==> config.mk <==
export PLATFORM = sky130hd
export DESIGN_NAME = ptp_positioner
export DESIGN_NICKNAME = d
export VERILOG_FILES = /design/src/hdl/ptp_pkg.sv /design/src/hdl/ptp_positioner.sv
export SDC_FILE = /design/constraint.sdc
export NUM_CORES = 2
export LEC_CHECK = 0
export BUFFER_PORTS_ARGS = -buffer_cell sky130_fd_sc_hd__buf_2
export CORE_ASPECT_RATIO = 1.25
export CORE_MARGIN = 3
export CORE_UTILIZATION = 35
export CTS_CLUSTER_SIZE = 40
export DETAILED_ROUTE_END_ITERATION = 10
export GPL_TIMING_DRIVEN = 0
export HOLD_SLACK_MARGIN = 0.03
export PLACE_DENSITY_LB_ADDON = 0.2
export SLEW_MARGIN = 40
export SYNTH_ARGS = -nofsm -noshare
export SYNTH_HDL_FRONTEND = slang
export SYNTH_SLANG_ARGS = --single-unit
==> constraint.sdc <==
create_clock -name clk_sys -period 122.4 [get_ports clk_sys]
set_input_delay 24.48 -clock clk_sys [delete_from_list [all_inputs] [get_ports clk_sys]]
set_output_delay 24.48 -clock clk_sys [all_outputs]
set_load 0.01 [all_outputs]
==> src/hdl/ptp_pkg.sv <==
// constants, register map and carrier types of the point-table positioner
package ptp_pkg;
  // register byte offsets
  localparam logic [11:0] ADDR_CTRL = 12'h000;
  localparam logic [11:0] ADDR_SPEED = 12'h004;
  localparam logic [11:0] ADDR_STATUS = 12'h008;
  localparam logic [11:0] ADDR_POS = 12'h00c;
  localparam logic [11:0] ADDR_PULSE = 12'h010;
  localparam logic [11:0] ADDR_PT_BASE = 12'h100;
  localparam logic [11:0] ADDR_PT_MASK = 12'hf00;
  localparam int PT_IDX_LSB = 4;
  localparam int PT_WORD_LSB = 2;
  localparam logic [1:0] PT_WORD_OFFSET = 2'h0;
  localparam logic [1:0] PT_WORD_SPEED = 2'h1;
  localparam logic [1:0] PT_WORD_FILTER = 2'h2;
  localparam logic [1:0] PT_WORD_DWELL = 2'h3;
  localparam int SPEED_CREEP_LSB = 16;

  // control mode codes
  localparam logic [3:0] CMODE_POINT = 4'hc;

  // error clear policies
  localparam logic [1:0] ECLR_SERVO_OFF = 2'h0;
  localparam logic [1:0] ECLR_BOTH = 2'h2;

  // speed limits and resets, rpm
  localparam logic [11:0] SEARCH_MAX = 12'hbb8;
  localparam logic [11:0] SEARCH_RESET = 12'h5dc;
  localparam logic [7:0] CREEP_MAX = 8'hc8;
  localparam logic [7:0] CREEP_RESET = 8'h1e;
  localparam logic [11:0] POINT_SPEED_MAX = 12'hfff;

  // offset arithmetic
  localparam logic signed [31:0] COARSE_SCALE = 32'sd10000;
  localparam logic signed [15:0] FIELD_MAX = 16'sd9999;
  localparam logic signed [15:0] FIELD_MIN = -16'sd9999;

  // dwell time unit
  localparam int DWELL_UNIT_NS = 1000000;
  localparam int CLK_PERIOD_NS = 10;
  localparam int DWELL_UNIT_CYCLES = DWELL_UNIT_NS / CLK_PERIOD_NS;

  localparam int CTRL_W = 21;

  typedef struct packed {
    logic run_enable;
    logic [3:0] end_point;
    logic [3:0] start_point;
    logic stop_method_field;
    logic [1:0] error_clear_policy;
    logic [1:0] step_change_mode;
    logic [1:0] run_mode_field;
    logic distance_interpretation;
    logic [3:0] control_mode_select;
  } ptp_ctrl_type;

  typedef struct packed {
    logic signed [15:0] fine_offset_field;
    logic signed [15:0] coarse_offset_field;
    logic [11:0] speed;
    logic [15:0] reference_filter_time;
    logic [15:0] dwell;
  } ptp_point_type;

  typedef struct packed {
    logic psel;
    logic penable;
    logic pwrite;
    logic [11:0] paddr;
    logic [31:0] pwdata;
  } ptp_apb_req_type;

  typedef struct packed {
    logic [31:0] prdata;
    logic pready;
    logic pslverr;
  } ptp_apb_rsp_type;

  typedef struct packed {
    logic signed [31:0] target_position;
    logic [11:0] speed_rpm;
    logic [15:0] reference_filter_time;
    logic velocity_mode;
    logic reverse_dir;
    logic stop_request;
    logic stop_method_field;
    logic motor_clamp;
    logic current_limit_enable;
    logic error_clear;
    logic coord_zero;
    logic [3:0] point_index;
  } ptp_drive_type;

  typedef enum logic [3:0] {
    ST_IDLE = 4'b0000,
    ST_WAIT_START = 4'b0001,
    ST_HOME_SEEK = 4'b0010,
    ST_HOME_STOP = 4'b0011,
    ST_HOME_BACK = 4'b0100,
    ST_HOME_INDEX = 4'b0101,
    ST_DWELL = 4'b0110,
    ST_WAIT_STEP = 4'b0111,
    ST_MOVE = 4'b1000,
    ST_SETTLE = 4'b1001,
    ST_PAUSE = 4'b1010,
    ST_DONE = 4'b1011
  } ptp_state_type;
endpackage

==> src/hdl/ptp_positioner.sv <==
// point-table positioner with pulse inhibit and reference search
//
// Overview of operation
// - pulse inhibit stops reference pulses adding to the position command count
// - motor held clamped at present position while pulses are inhibited
// - mode switch low means inhibit on, high means inhibit off
// - control mode select value C runs the internal point table
// - sixteen points, each with distance, speed, filter time and dwell
// - point offset is coarse times 10000 plus fine, each field within +/-9999
// - point speed is the true motor speed, no gear scaling
// - point filter time used like the ordinary position reference filter
// - absolute or relative interpretation of distances selected by configuration
// - circling mode repeats the program, non-circling stops after end point
// - step to next point after delay or on mode switch activity
// - delay counted from positioning done, servo on or reference found
// - error clear policy: 0 servo off, 1 never, 2 servo off or overtravel
// - without servo-off clearing the error counter may overflow during a run
// - search goes toward the side whose limit input carries the home switch
// - on switch: stop, reverse off switch, zero at first index pulse after
// - approach at search speed, 0 to 3000 rpm, default 1500
// - leave switch at creep speed, 0 to 200 rpm, default 30
// - limit inputs not used for current limiting during search
// - run mode 0/1 cycle/single started forward, 2/3 started reverse
// - relative: travel from current point; absolute: from reference point
`timescale 1ns/1ps
`default_nettype none
module ptp_positioner #(
  parameter int DWELL_CYCLES = ptp_pkg::DWELL_UNIT_CYCLES
) (
  input wire logic clk_sys,
  input wire logic nrst,
  input wire ptp_pkg::ptp_apb_req_type apb_req,
  output ptp_pkg::ptp_apb_rsp_type apb_rsp,
  input wire logic ref_pulse,
  input wire logic ref_dir,
  input wire logic mode_switch_input_n,
  input wire logic forward_limit_input_n,
  input wire logic reverse_limit_input_n,
  input wire logic encoder_index,
  input wire logic servo_on,
  input wire logic overtravel,
  input wire logic motion_settled,
  output ptp_pkg::ptp_drive_type drive
);
  import ptp_pkg::*;

  typedef struct packed {
    ptp_ctrl_type ctrl;
    logic [11:0] search_speed;
    logic [7:0] creep_speed;
    ptp_point_type [15:0] pts;
    ptp_state_type st;
    logic [3:0] idx;
    logic homed;
    logic signed [31:0] pulse_count;
    logic signed [31:0] cur_pos;
    logic [31:0] tick;
    logic [15:0] units;
    logic prev_switch;
    logic prev_servo;
    ptp_apb_rsp_type rsp;
    ptp_drive_type drv;
  } ptp_regs_type;

  ptp_regs_type r;
  ptp_regs_type next_r;
  logic rst_meta;
  logic rst_n;

  function automatic logic signed [15:0] clamp_field(input logic [15:0] v);
    logic signed [15:0] s;
    s = signed'(v);
    if (s > FIELD_MAX) begin
      return FIELD_MAX;
    end else if (s < FIELD_MIN) begin
      return FIELD_MIN;
    end
    return s;
  endfunction

  function automatic logic [11:0] clamp_speed(input logic [11:0] v, input logic [11:0] lim);
    return (v > lim) ? lim : v;
  endfunction

  function automatic logic signed [31:0] point_offset(input ptp_point_type p);
    logic signed [31:0] c;
    logic signed [31:0] f;
    c = 32'(p.coarse_offset_field);
    f = 32'(p.fine_offset_field);
    return c * COARSE_SCALE + f;
  endfunction

  // point table window decode, shared by read and write paths
  function automatic logic is_point_addr(input logic [11:0] a);
    return (a & ADDR_PT_MASK) == ADDR_PT_BASE;
  endfunction

  // where the sequencer waits before the next move
  function automatic ptp_state_type step_wait(input logic by_delay);
    return by_delay ? ST_DWELL : ST_WAIT_STEP;
  endfunction

  // active-low limit pin on the chosen side
  function automatic logic limit_active(input logic fwd_side, input logic fwd_n,
                                        input logic rev_n);
    return fwd_side ? !fwd_n : !rev_n;
  endfunction

  // reset release through two flops
  always_ff @(posedge clk_sys or negedge nrst) begin
    if (!nrst) begin
      rst_meta <= 1'b0;
      rst_n <= 1'b0;
    end else begin
      rst_meta <= 1'b1;
      rst_n <= rst_meta;
    end
  end

  logic point_mode;
  logic home_fwd;
  logic home_hit;
  logic start_hit;
  logic delay_step;
  logic switch_edge;
  logic servo_rise;
  logic single_run;
  ptp_point_type cur_pt;
  logic [31:0] rdata;
  logic rmapped;
  logic [3:0] pt_i;
  logic [1:0] pt_w;

  // mode, limit and read-mux decode
  always_comb begin
    point_mode = (r.ctrl.control_mode_select == CMODE_POINT);
    // modes 0/1 home on the reverse switch, 2/3 on the forward switch
    home_fwd = r.ctrl.run_mode_field[1];
    home_hit = limit_active(home_fwd, forward_limit_input_n, reverse_limit_input_n);
    start_hit = limit_active(!home_fwd, forward_limit_input_n, reverse_limit_input_n);
    single_run = r.ctrl.run_mode_field[0];
    delay_step = !r.ctrl.step_change_mode[0];
    switch_edge = (mode_switch_input_n != r.prev_switch);
    servo_rise = servo_on && !r.prev_servo;
    cur_pt = r.pts[r.idx];
    pt_i = apb_req.paddr[PT_IDX_LSB +: 4];
    pt_w = apb_req.paddr[PT_WORD_LSB +: 2];
    rmapped = 1'b1;
    rdata = '0;
    if (is_point_addr(apb_req.paddr)) begin
      unique case (pt_w)
        PT_WORD_OFFSET: rdata = {r.pts[pt_i].fine_offset_field, r.pts[pt_i].coarse_offset_field};
        PT_WORD_SPEED: rdata = 32'(r.pts[pt_i].speed);
        PT_WORD_FILTER: rdata = 32'(r.pts[pt_i].reference_filter_time);
        PT_WORD_DWELL: rdata = 32'(r.pts[pt_i].dwell);
      endcase
    end else begin
      unique case (apb_req.paddr)
        ADDR_CTRL: rdata = 32'(r.ctrl);
        ADDR_SPEED: rdata = {8'h00, r.creep_speed, 4'h0, r.search_speed};
        ADDR_STATUS: rdata = {16'h0000, r.homed, r.drv.motor_clamp, r.drv.error_clear,
                              1'b0, r.idx, 4'h0, r.st};
        ADDR_POS: rdata = r.drv.target_position;
        ADDR_PULSE: rdata = r.pulse_count;
        default: rmapped = 1'b0;
      endcase
    end
  end

  always_comb begin
    next_r = r;
    // sampled every cycle so an old edge is never replayed
    next_r.prev_switch = mode_switch_input_n;
    next_r.prev_servo = servo_on;
    next_r.drv.coord_zero = 1'b0;
    next_r.drv.stop_request = 1'b0;
    next_r.drv.velocity_mode = 1'b0;
    next_r.drv.stop_method_field = r.ctrl.stop_method_field;

    // apb slave: one wait state, write lands on the pready edge
    next_r.rsp.pready = 1'b0;
    next_r.rsp.pslverr = 1'b0;
    if (apb_req.psel && apb_req.penable && !r.rsp.pready) begin
      next_r.rsp.pready = 1'b1;
      next_r.rsp.pslverr = !rmapped;
      next_r.rsp.prdata = apb_req.pwrite ? 32'h0000_0000 : rdata;
    end
    // write lands on the edge at which the master samples pready
    if (apb_req.psel && apb_req.penable && r.rsp.pready && apb_req.pwrite) begin
      if (is_point_addr(apb_req.paddr)) begin
        unique case (pt_w)
          PT_WORD_OFFSET: begin
            next_r.pts[pt_i].coarse_offset_field = clamp_field(apb_req.pwdata[15:0]);
            next_r.pts[pt_i].fine_offset_field = clamp_field(apb_req.pwdata[31:16]);
          end
          PT_WORD_SPEED: next_r.pts[pt_i].speed = apb_req.pwdata[11:0];
          PT_WORD_FILTER: next_r.pts[pt_i].reference_filter_time = apb_req.pwdata[15:0];
          PT_WORD_DWELL: next_r.pts[pt_i].dwell = apb_req.pwdata[15:0];
        endcase
      end else if (apb_req.paddr == ADDR_CTRL) begin
        next_r.ctrl = ptp_ctrl_type'(apb_req.pwdata[CTRL_W-1:0]);
      end else if (apb_req.paddr == ADDR_SPEED) begin
        next_r.search_speed = clamp_speed(apb_req.pwdata[11:0], SEARCH_MAX);
        next_r.creep_speed = 8'(clamp_speed(12'(apb_req.pwdata[SPEED_CREEP_LSB +: 8]),
                                            12'(CREEP_MAX)));
      end
    end

    // reference pulse counting with inhibit
    next_r.drv.motor_clamp = !point_mode && !mode_switch_input_n;
    if (!point_mode) begin
      if (ref_pulse && mode_switch_input_n) begin
        next_r.pulse_count = ref_dir ? r.pulse_count - 32'sd1 : r.pulse_count + 32'sd1;
      end
      next_r.drv.target_position = r.pulse_count;
    end

    // error counter clear policy; policy 1 lets the counter run on
    unique case (r.ctrl.error_clear_policy)
      ECLR_SERVO_OFF: next_r.drv.error_clear = !servo_on;
      ECLR_BOTH: next_r.drv.error_clear = !servo_on || overtravel;
      default: next_r.drv.error_clear = 1'b0;
    endcase

    next_r.drv.current_limit_enable = 1'b1;

    // point table sequencer
    if (!point_mode || !r.ctrl.run_enable) begin
      next_r.st = ST_IDLE;
    end else begin
      unique case (r.st)
        // a fresh run always homes first
        ST_IDLE: begin
          if (servo_on) begin
            next_r.homed = 1'b0;
            next_r.st = r.ctrl.step_change_mode[1] ? ST_WAIT_START : ST_HOME_SEEK;
          end
        end

        // hold until the start input is seen
        ST_WAIT_START: begin
          if (start_hit) begin
            next_r.st = ST_HOME_SEEK;
          end
        end

        // toward the home switch at search speed
        ST_HOME_SEEK: begin
          next_r.drv.current_limit_enable = 1'b0;
          next_r.drv.velocity_mode = 1'b1;
          next_r.drv.reverse_dir = !home_fwd;
          next_r.drv.speed_rpm = r.search_speed;
          if (home_hit) begin
            next_r.st = ST_HOME_STOP;
          end
        end

        // let the motor stand before turning
        ST_HOME_STOP: begin
          next_r.drv.current_limit_enable = 1'b0;
          next_r.drv.stop_request = 1'b1;
          if (motion_settled) begin
            next_r.st = ST_HOME_BACK;
          end
        end

        // creep off the switch, zero on the next index
        ST_HOME_BACK, ST_HOME_INDEX: begin
          next_r.drv.current_limit_enable = 1'b0;
          next_r.drv.velocity_mode = 1'b1;
          next_r.drv.reverse_dir = home_fwd;
          next_r.drv.speed_rpm = 12'(r.creep_speed);
          if (r.st == ST_HOME_BACK && !home_hit) begin
            next_r.st = ST_HOME_INDEX;
          end
          if (r.st == ST_HOME_INDEX && encoder_index) begin
            next_r.drv.velocity_mode = 1'b0;
            next_r.drv.coord_zero = 1'b1;
            next_r.homed = 1'b1;
            next_r.cur_pos = '0;
            next_r.drv.target_position = '0;
            next_r.idx = r.ctrl.start_point;
            next_r.units = r.pts[r.ctrl.start_point].dwell;
            next_r.tick = '0;
            next_r.st = step_wait(delay_step);
          end
        end

        // dwell counted in whole units
        ST_DWELL: begin
          if (!servo_on) begin
            next_r.st = ST_PAUSE;
          end else if (r.units == 16'h0000) begin
            next_r.st = ST_MOVE;
          end else if (r.tick == 32'(DWELL_CYCLES - 1)) begin
            next_r.tick = '0;
            next_r.units = r.units - 16'h0001;
          end else begin
            next_r.tick = r.tick + 32'h0000_0001;
          end
        end

        // any level change of the switch steps
        ST_WAIT_STEP: begin
          if (!servo_on) begin
            next_r.st = ST_PAUSE;
          end else if (switch_edge) begin
            next_r.st = ST_MOVE;
          end
        end

        // absolute from zero, relative from last target
        ST_MOVE: begin
          if (r.ctrl.distance_interpretation) begin
            next_r.drv.target_position = point_offset(cur_pt);
          end else begin
            next_r.drv.target_position = r.cur_pos + point_offset(cur_pt);
          end
          next_r.drv.speed_rpm = clamp_speed(cur_pt.speed, POINT_SPEED_MAX);
          next_r.drv.reference_filter_time = cur_pt.reference_filter_time;
          next_r.drv.point_index = r.idx;
          next_r.st = ST_SETTLE;
        end

        // wait for positioning done, then pick next point
        ST_SETTLE: begin
          if (!servo_on) begin
            next_r.st = ST_PAUSE;
          end else if (motion_settled) begin
            next_r.cur_pos = r.drv.target_position;
            next_r.units = cur_pt.dwell;
            next_r.tick = '0;
            if (r.idx == r.ctrl.end_point) begin
              next_r.idx = r.ctrl.start_point;
              next_r.st = single_run ? ST_DONE : step_wait(delay_step);
            end else begin
              next_r.idx = r.idx + 4'h1;
              next_r.st = step_wait(delay_step);
            end
          end
        end

        // servo off holds; servo on restarts the dwell
        ST_PAUSE: begin
          if (servo_rise) begin
            next_r.units = cur_pt.dwell;
            next_r.tick = '0;
            next_r.st = step_wait(delay_step);
          end
        end

        // single run parks until run enable drops
        ST_DONE: begin
          next_r.st = ST_DONE;
        end
        default: next_r.st = ST_IDLE;
      endcase
    end
  end

  // one register stage holds all state
  always_ff @(posedge clk_sys or negedge rst_n) begin
    if (!rst_n) begin
      r <= '0;
      r.search_speed <= SEARCH_RESET;
      r.creep_speed <= CREEP_RESET;
      r.prev_switch <= 1'b1;
      r.drv.current_limit_enable <= 1'b1;
      r.st <= ST_IDLE;
    end else begin
      r <= next_r;
    end
  end

  // outputs straight from the state register
  assign apb_rsp = r.rsp;
  assign drive = r.drv;
endmodule // ptp_positioner
`default_nettype wire
==> reports/results.tsv <==
stage	metric	value	unit
global_routing	met3 Use GR	8.67	%
floorplan	Rows	203	
layout	area grow syn2layout	15.6	%
yosys	ys flop type	dfrtp_1	
yosys	top cell type's share of synthesized area	42.7	%
timing	crit share post-route	23.5	%
global_routing	largest net degree at the start of global routing	45	
floorplan	Chip Width	450	µm
yosys	Yosys top cell by area	dfrtp_1	
clock_network	worst skew pair latency	0.88	ns
setup_path	R2R Path End	drive[71]	
placement	DP Cell Count	10600	
floorplan	core area	245000	µm²
setup_path	cell seen most often among critical-path stages	buf_2	
floorplan	# IOs	164	
setup_path	reg2reg start	r[221]	
power_and_ir_drop	Lkg Pwr	44.5	nW
yosys	Syn Nets	7379	
timing	Slew Limit Fails	0	
setup_path	crit path DAT	29.52	ns
setup_path	Worst path slowest cell	clkbuf_1	
timing	Setup TNS Final	0	ns
yosys	post-synth cell types	79	
global_routing	first-pass GRT wire length	550000	µm
power_and_ir_drop	Sw Share	27.9	%
setup_path	critical-path cell list	buf_2, clkbuf_2, buf_2, buf_2, clkbuf_1, buf_2, nand4_1, nor2_2, buf_2, mux2_2	
clock_network	Clock transition at path regs	0.06	ns
layout	Non-Filler Instances	10900	
run_status	outcome	completed	
placement	GP Congestion	0.994	
detailed_routing	final wirelength	397000	µm
timing	Clock Skews	0.0649	ns
placement	Place WS	92.89	ns
clock_network	post-CTS setup repair buffer count	0	
detailed_routing	post-route ant nets	0	
clock_network	post-cts resize count	0	
floorplan	Starting Density	35.2	%
layout	share of post-route cells with drive strength above 1	33.7	%
placement	post-DP HPWL	297000	µm
global_routing	GR Util met2	47.8	%
clock_network	H-Tree Level Count	4	
setup_path	R2R cell count	39	
clock_network	CTS Hold Bufs	0	
yosys	flops & latches, synth	1488	
clock_network	Root Driver	clkbuf_16	
floorplan	die height	561	µm
setup_path	Setup CP Type	in -> reg	
global_routing	number of global-route vias before repair	69500	
layout	Multi-input gate area	45500	µm²
clock_network	clk sinks	1488	
clock_network	number of buffers created by CTS	171	
yosys	post-synthesis cell area	86400	µm²
detailed_routing	# DRC	0	
global_routing	met1 usage	35.6	%
power_and_ir_drop	Worst VDD drop	8.97	µV
setup_path	reg-to-reg slack, setup	109.72	ns
timing	Rel. slew slack	35.2	%
yosys	FFs w/ async S/R, synth	100	%
timing	PnR worst setup slack	93.58	ns
layout	fill count	23200	
power_and_ir_drop	Pwr Total	1.21	mW
timing	unrepaired setup endpoints after global routing	no	
yosys	EDFF count, synth	0	
power_and_ir_drop	Int Pwr	871	µW
global_routing	grt ovf	0	
timing	Setup violations, final	0	
power_and_ir_drop	Clock power frac	45.0	%
floorplan	die area	253000	µm²
clock_network	CTS tree	yes	
yosys	Ys Warns	0	
setup_path	Critical path origin	apb_req[37]	
setup_path	CP startpoint kind	input port	
layout	Layout Utilization	40.7	%
layout	register area	37300	µm²
yosys	top post-synthesis cells by area	dfrtp_1 43%, mux4_2 22%, mux2_2 8.6%	
detailed_routing	First DRT Iteration DRCs	7891	
detailed_routing	via count	68700	
setup_path	critical-path maximum fanout	10	
timing	Slew @ Worst Pin	0.973	ns
placement	Port Buffers	152	
worst_hold_path	HP Class	reg -> async	
global_routing	initial antenna violation count	28	
yosys	Syn Area/Cell	12.2	µm²
global_routing	GRT Overall Usage	30.9	%
setup_path	Slowest Stage Delay on Critical Path	0.74	ns
detailed_routing	Vias/cell	6.28	
timing	Max Clock Freq	34.7	MHz
power_and_ir_drop	Psw	336	µW
power_and_ir_drop	cell area power density	12.1	nW/µm²
timing	Final Hold Viols	0	
power_and_ir_drop	sequential share of power	44.0	%
detailed_routing	wire per inst	36.3	µm
layout	# nets final	7804	
yosys	Post-Synthesis Cells	7097	
yosys	register area share after synthesis	43.1	%
setup_path	critical path endpoint category	flip-flop	
detailed_routing	drt first pass iters	8	
flow_run	max_cap viols	0	
power_and_ir_drop	combinational share of power	11.0	%
global_routing	GR peak layer	met2	
clock_network	Longest Clk Path Bufs	4	
timing	Final min period	28.82	ns
setup_path	Crit path required time	123.10	ns
==> cell type report <==
class	instances	share of cell area (%)
Multi-Input combinational cell	4726	45.6
Buffer	680	3.45
Clock inverter	44	0.659
Inverter	203	0.763
Sequential cell	1488	37.3
Antenna cell	21	0.0526
Tap cell	3280	4.11
Clock buffer	254	5.07
Timing Repair Buffer	252	3.01
==> kinds of logic after synthesis <==
logic type                 Yosys count  share of synthesized area [%]
AOI/OAI and AO/OA                 1301                           9.00
xor gates and xnor gates           101                           1.02
adders and majority gates          225                           3.66
buffers and inverters              883                           4.46
DFF                               1488                           43.1
muxes                             1563                           31.4
other                                1                        0.00434
and+or+nand+nor                   1535                           7.35
==> layer usage <==
layer,up-vias,share of wire (%)
met2,4277,45
li1,27200,-
met4,16,10
met5,-,0.026
met1,35800,35
met3,1358,9.8
==> cell usage in the layout, fill, tap and decap left out, types with 160 or more instances in the layout <==
cell	Yosys	routed
buf_2	62	289
clkbuf_2	0	199
mux4_2	849	849
mux2_2	663	663
clkbuf_16	0	174
nand2_1	1024	1024
inv_1	203	203
dfrtp_1	1475	1474
o21ai_0	668	665
a21oi_1	179	160
clkbuf_1	409	248
ha_1	177	177
nor2_1	248	217
==> worst min-delay path by stage <==
stage,start,endpoint,slack (ns),cells after the start
after detailed placement,rst_n,drive[27],0.19,0
after global placement,rst_meta,rst_n,0.34,0
final,rst_n,drive[27],0.19,0
after CTS,rst_n,drive[27],0.21,0
after global routing,rst_n,drive[27],0.21,0
after floorplan,rst_meta,rst_n,0.33,0
==> synthesized netlist by cell type (47+ instances only) <==
cell / number
mux2_2: 663
fa_1: 47
o22ai_1: 84
inv_1: 203
dfrtp_1: 1475
xnor2_1: 48
clkbuf_1: 409
xor2_1: 53
buf_2: 62
buf_4: 111
nor3_1: 57
mux2i_1: 51
ha_1: 177
nand3_1: 47
nand2_1: 1024
mux4_2: 849
a21o_1: 51
a21oi_1: 179
buf_1: 92
nor2_1: 248
o21ai_0: 668
==> through the flow <==
stage / cell area, µm² / hold slack [ns]
floorplan: 86400 / 0.331
CTS: 99700 / 0.213
global placement: 91200 / 0.338
detailed placement: 94000 / 0.193
finish: 99800 / 0.186
global route: 99800 / 0.211
==> worst max-delay path, delay by kind of cell <==
kind / cells / cell delay (ns)
buffers and inverters: 7 / 3.53
multiplexers: 1 / 0.39
AND/OR/NAND/NOR: 2 / 1.07
==> power groups by stage <==
stage / combinational (mW) / sequential, mW / clock (mW)
final: 0.132 / 0.532 / 0.543
after global routing: 0.142 / 0.531 / 0.565
after CTS: 0.131 / 0.532 / 0.547
after detailed placement: 0.130 / 0.541 / 0
after global placement: 0.112 / 0.552 / 0
after floorplan: 0.0741 / 0.528 / 0
(Power assumes the default switching activity.)
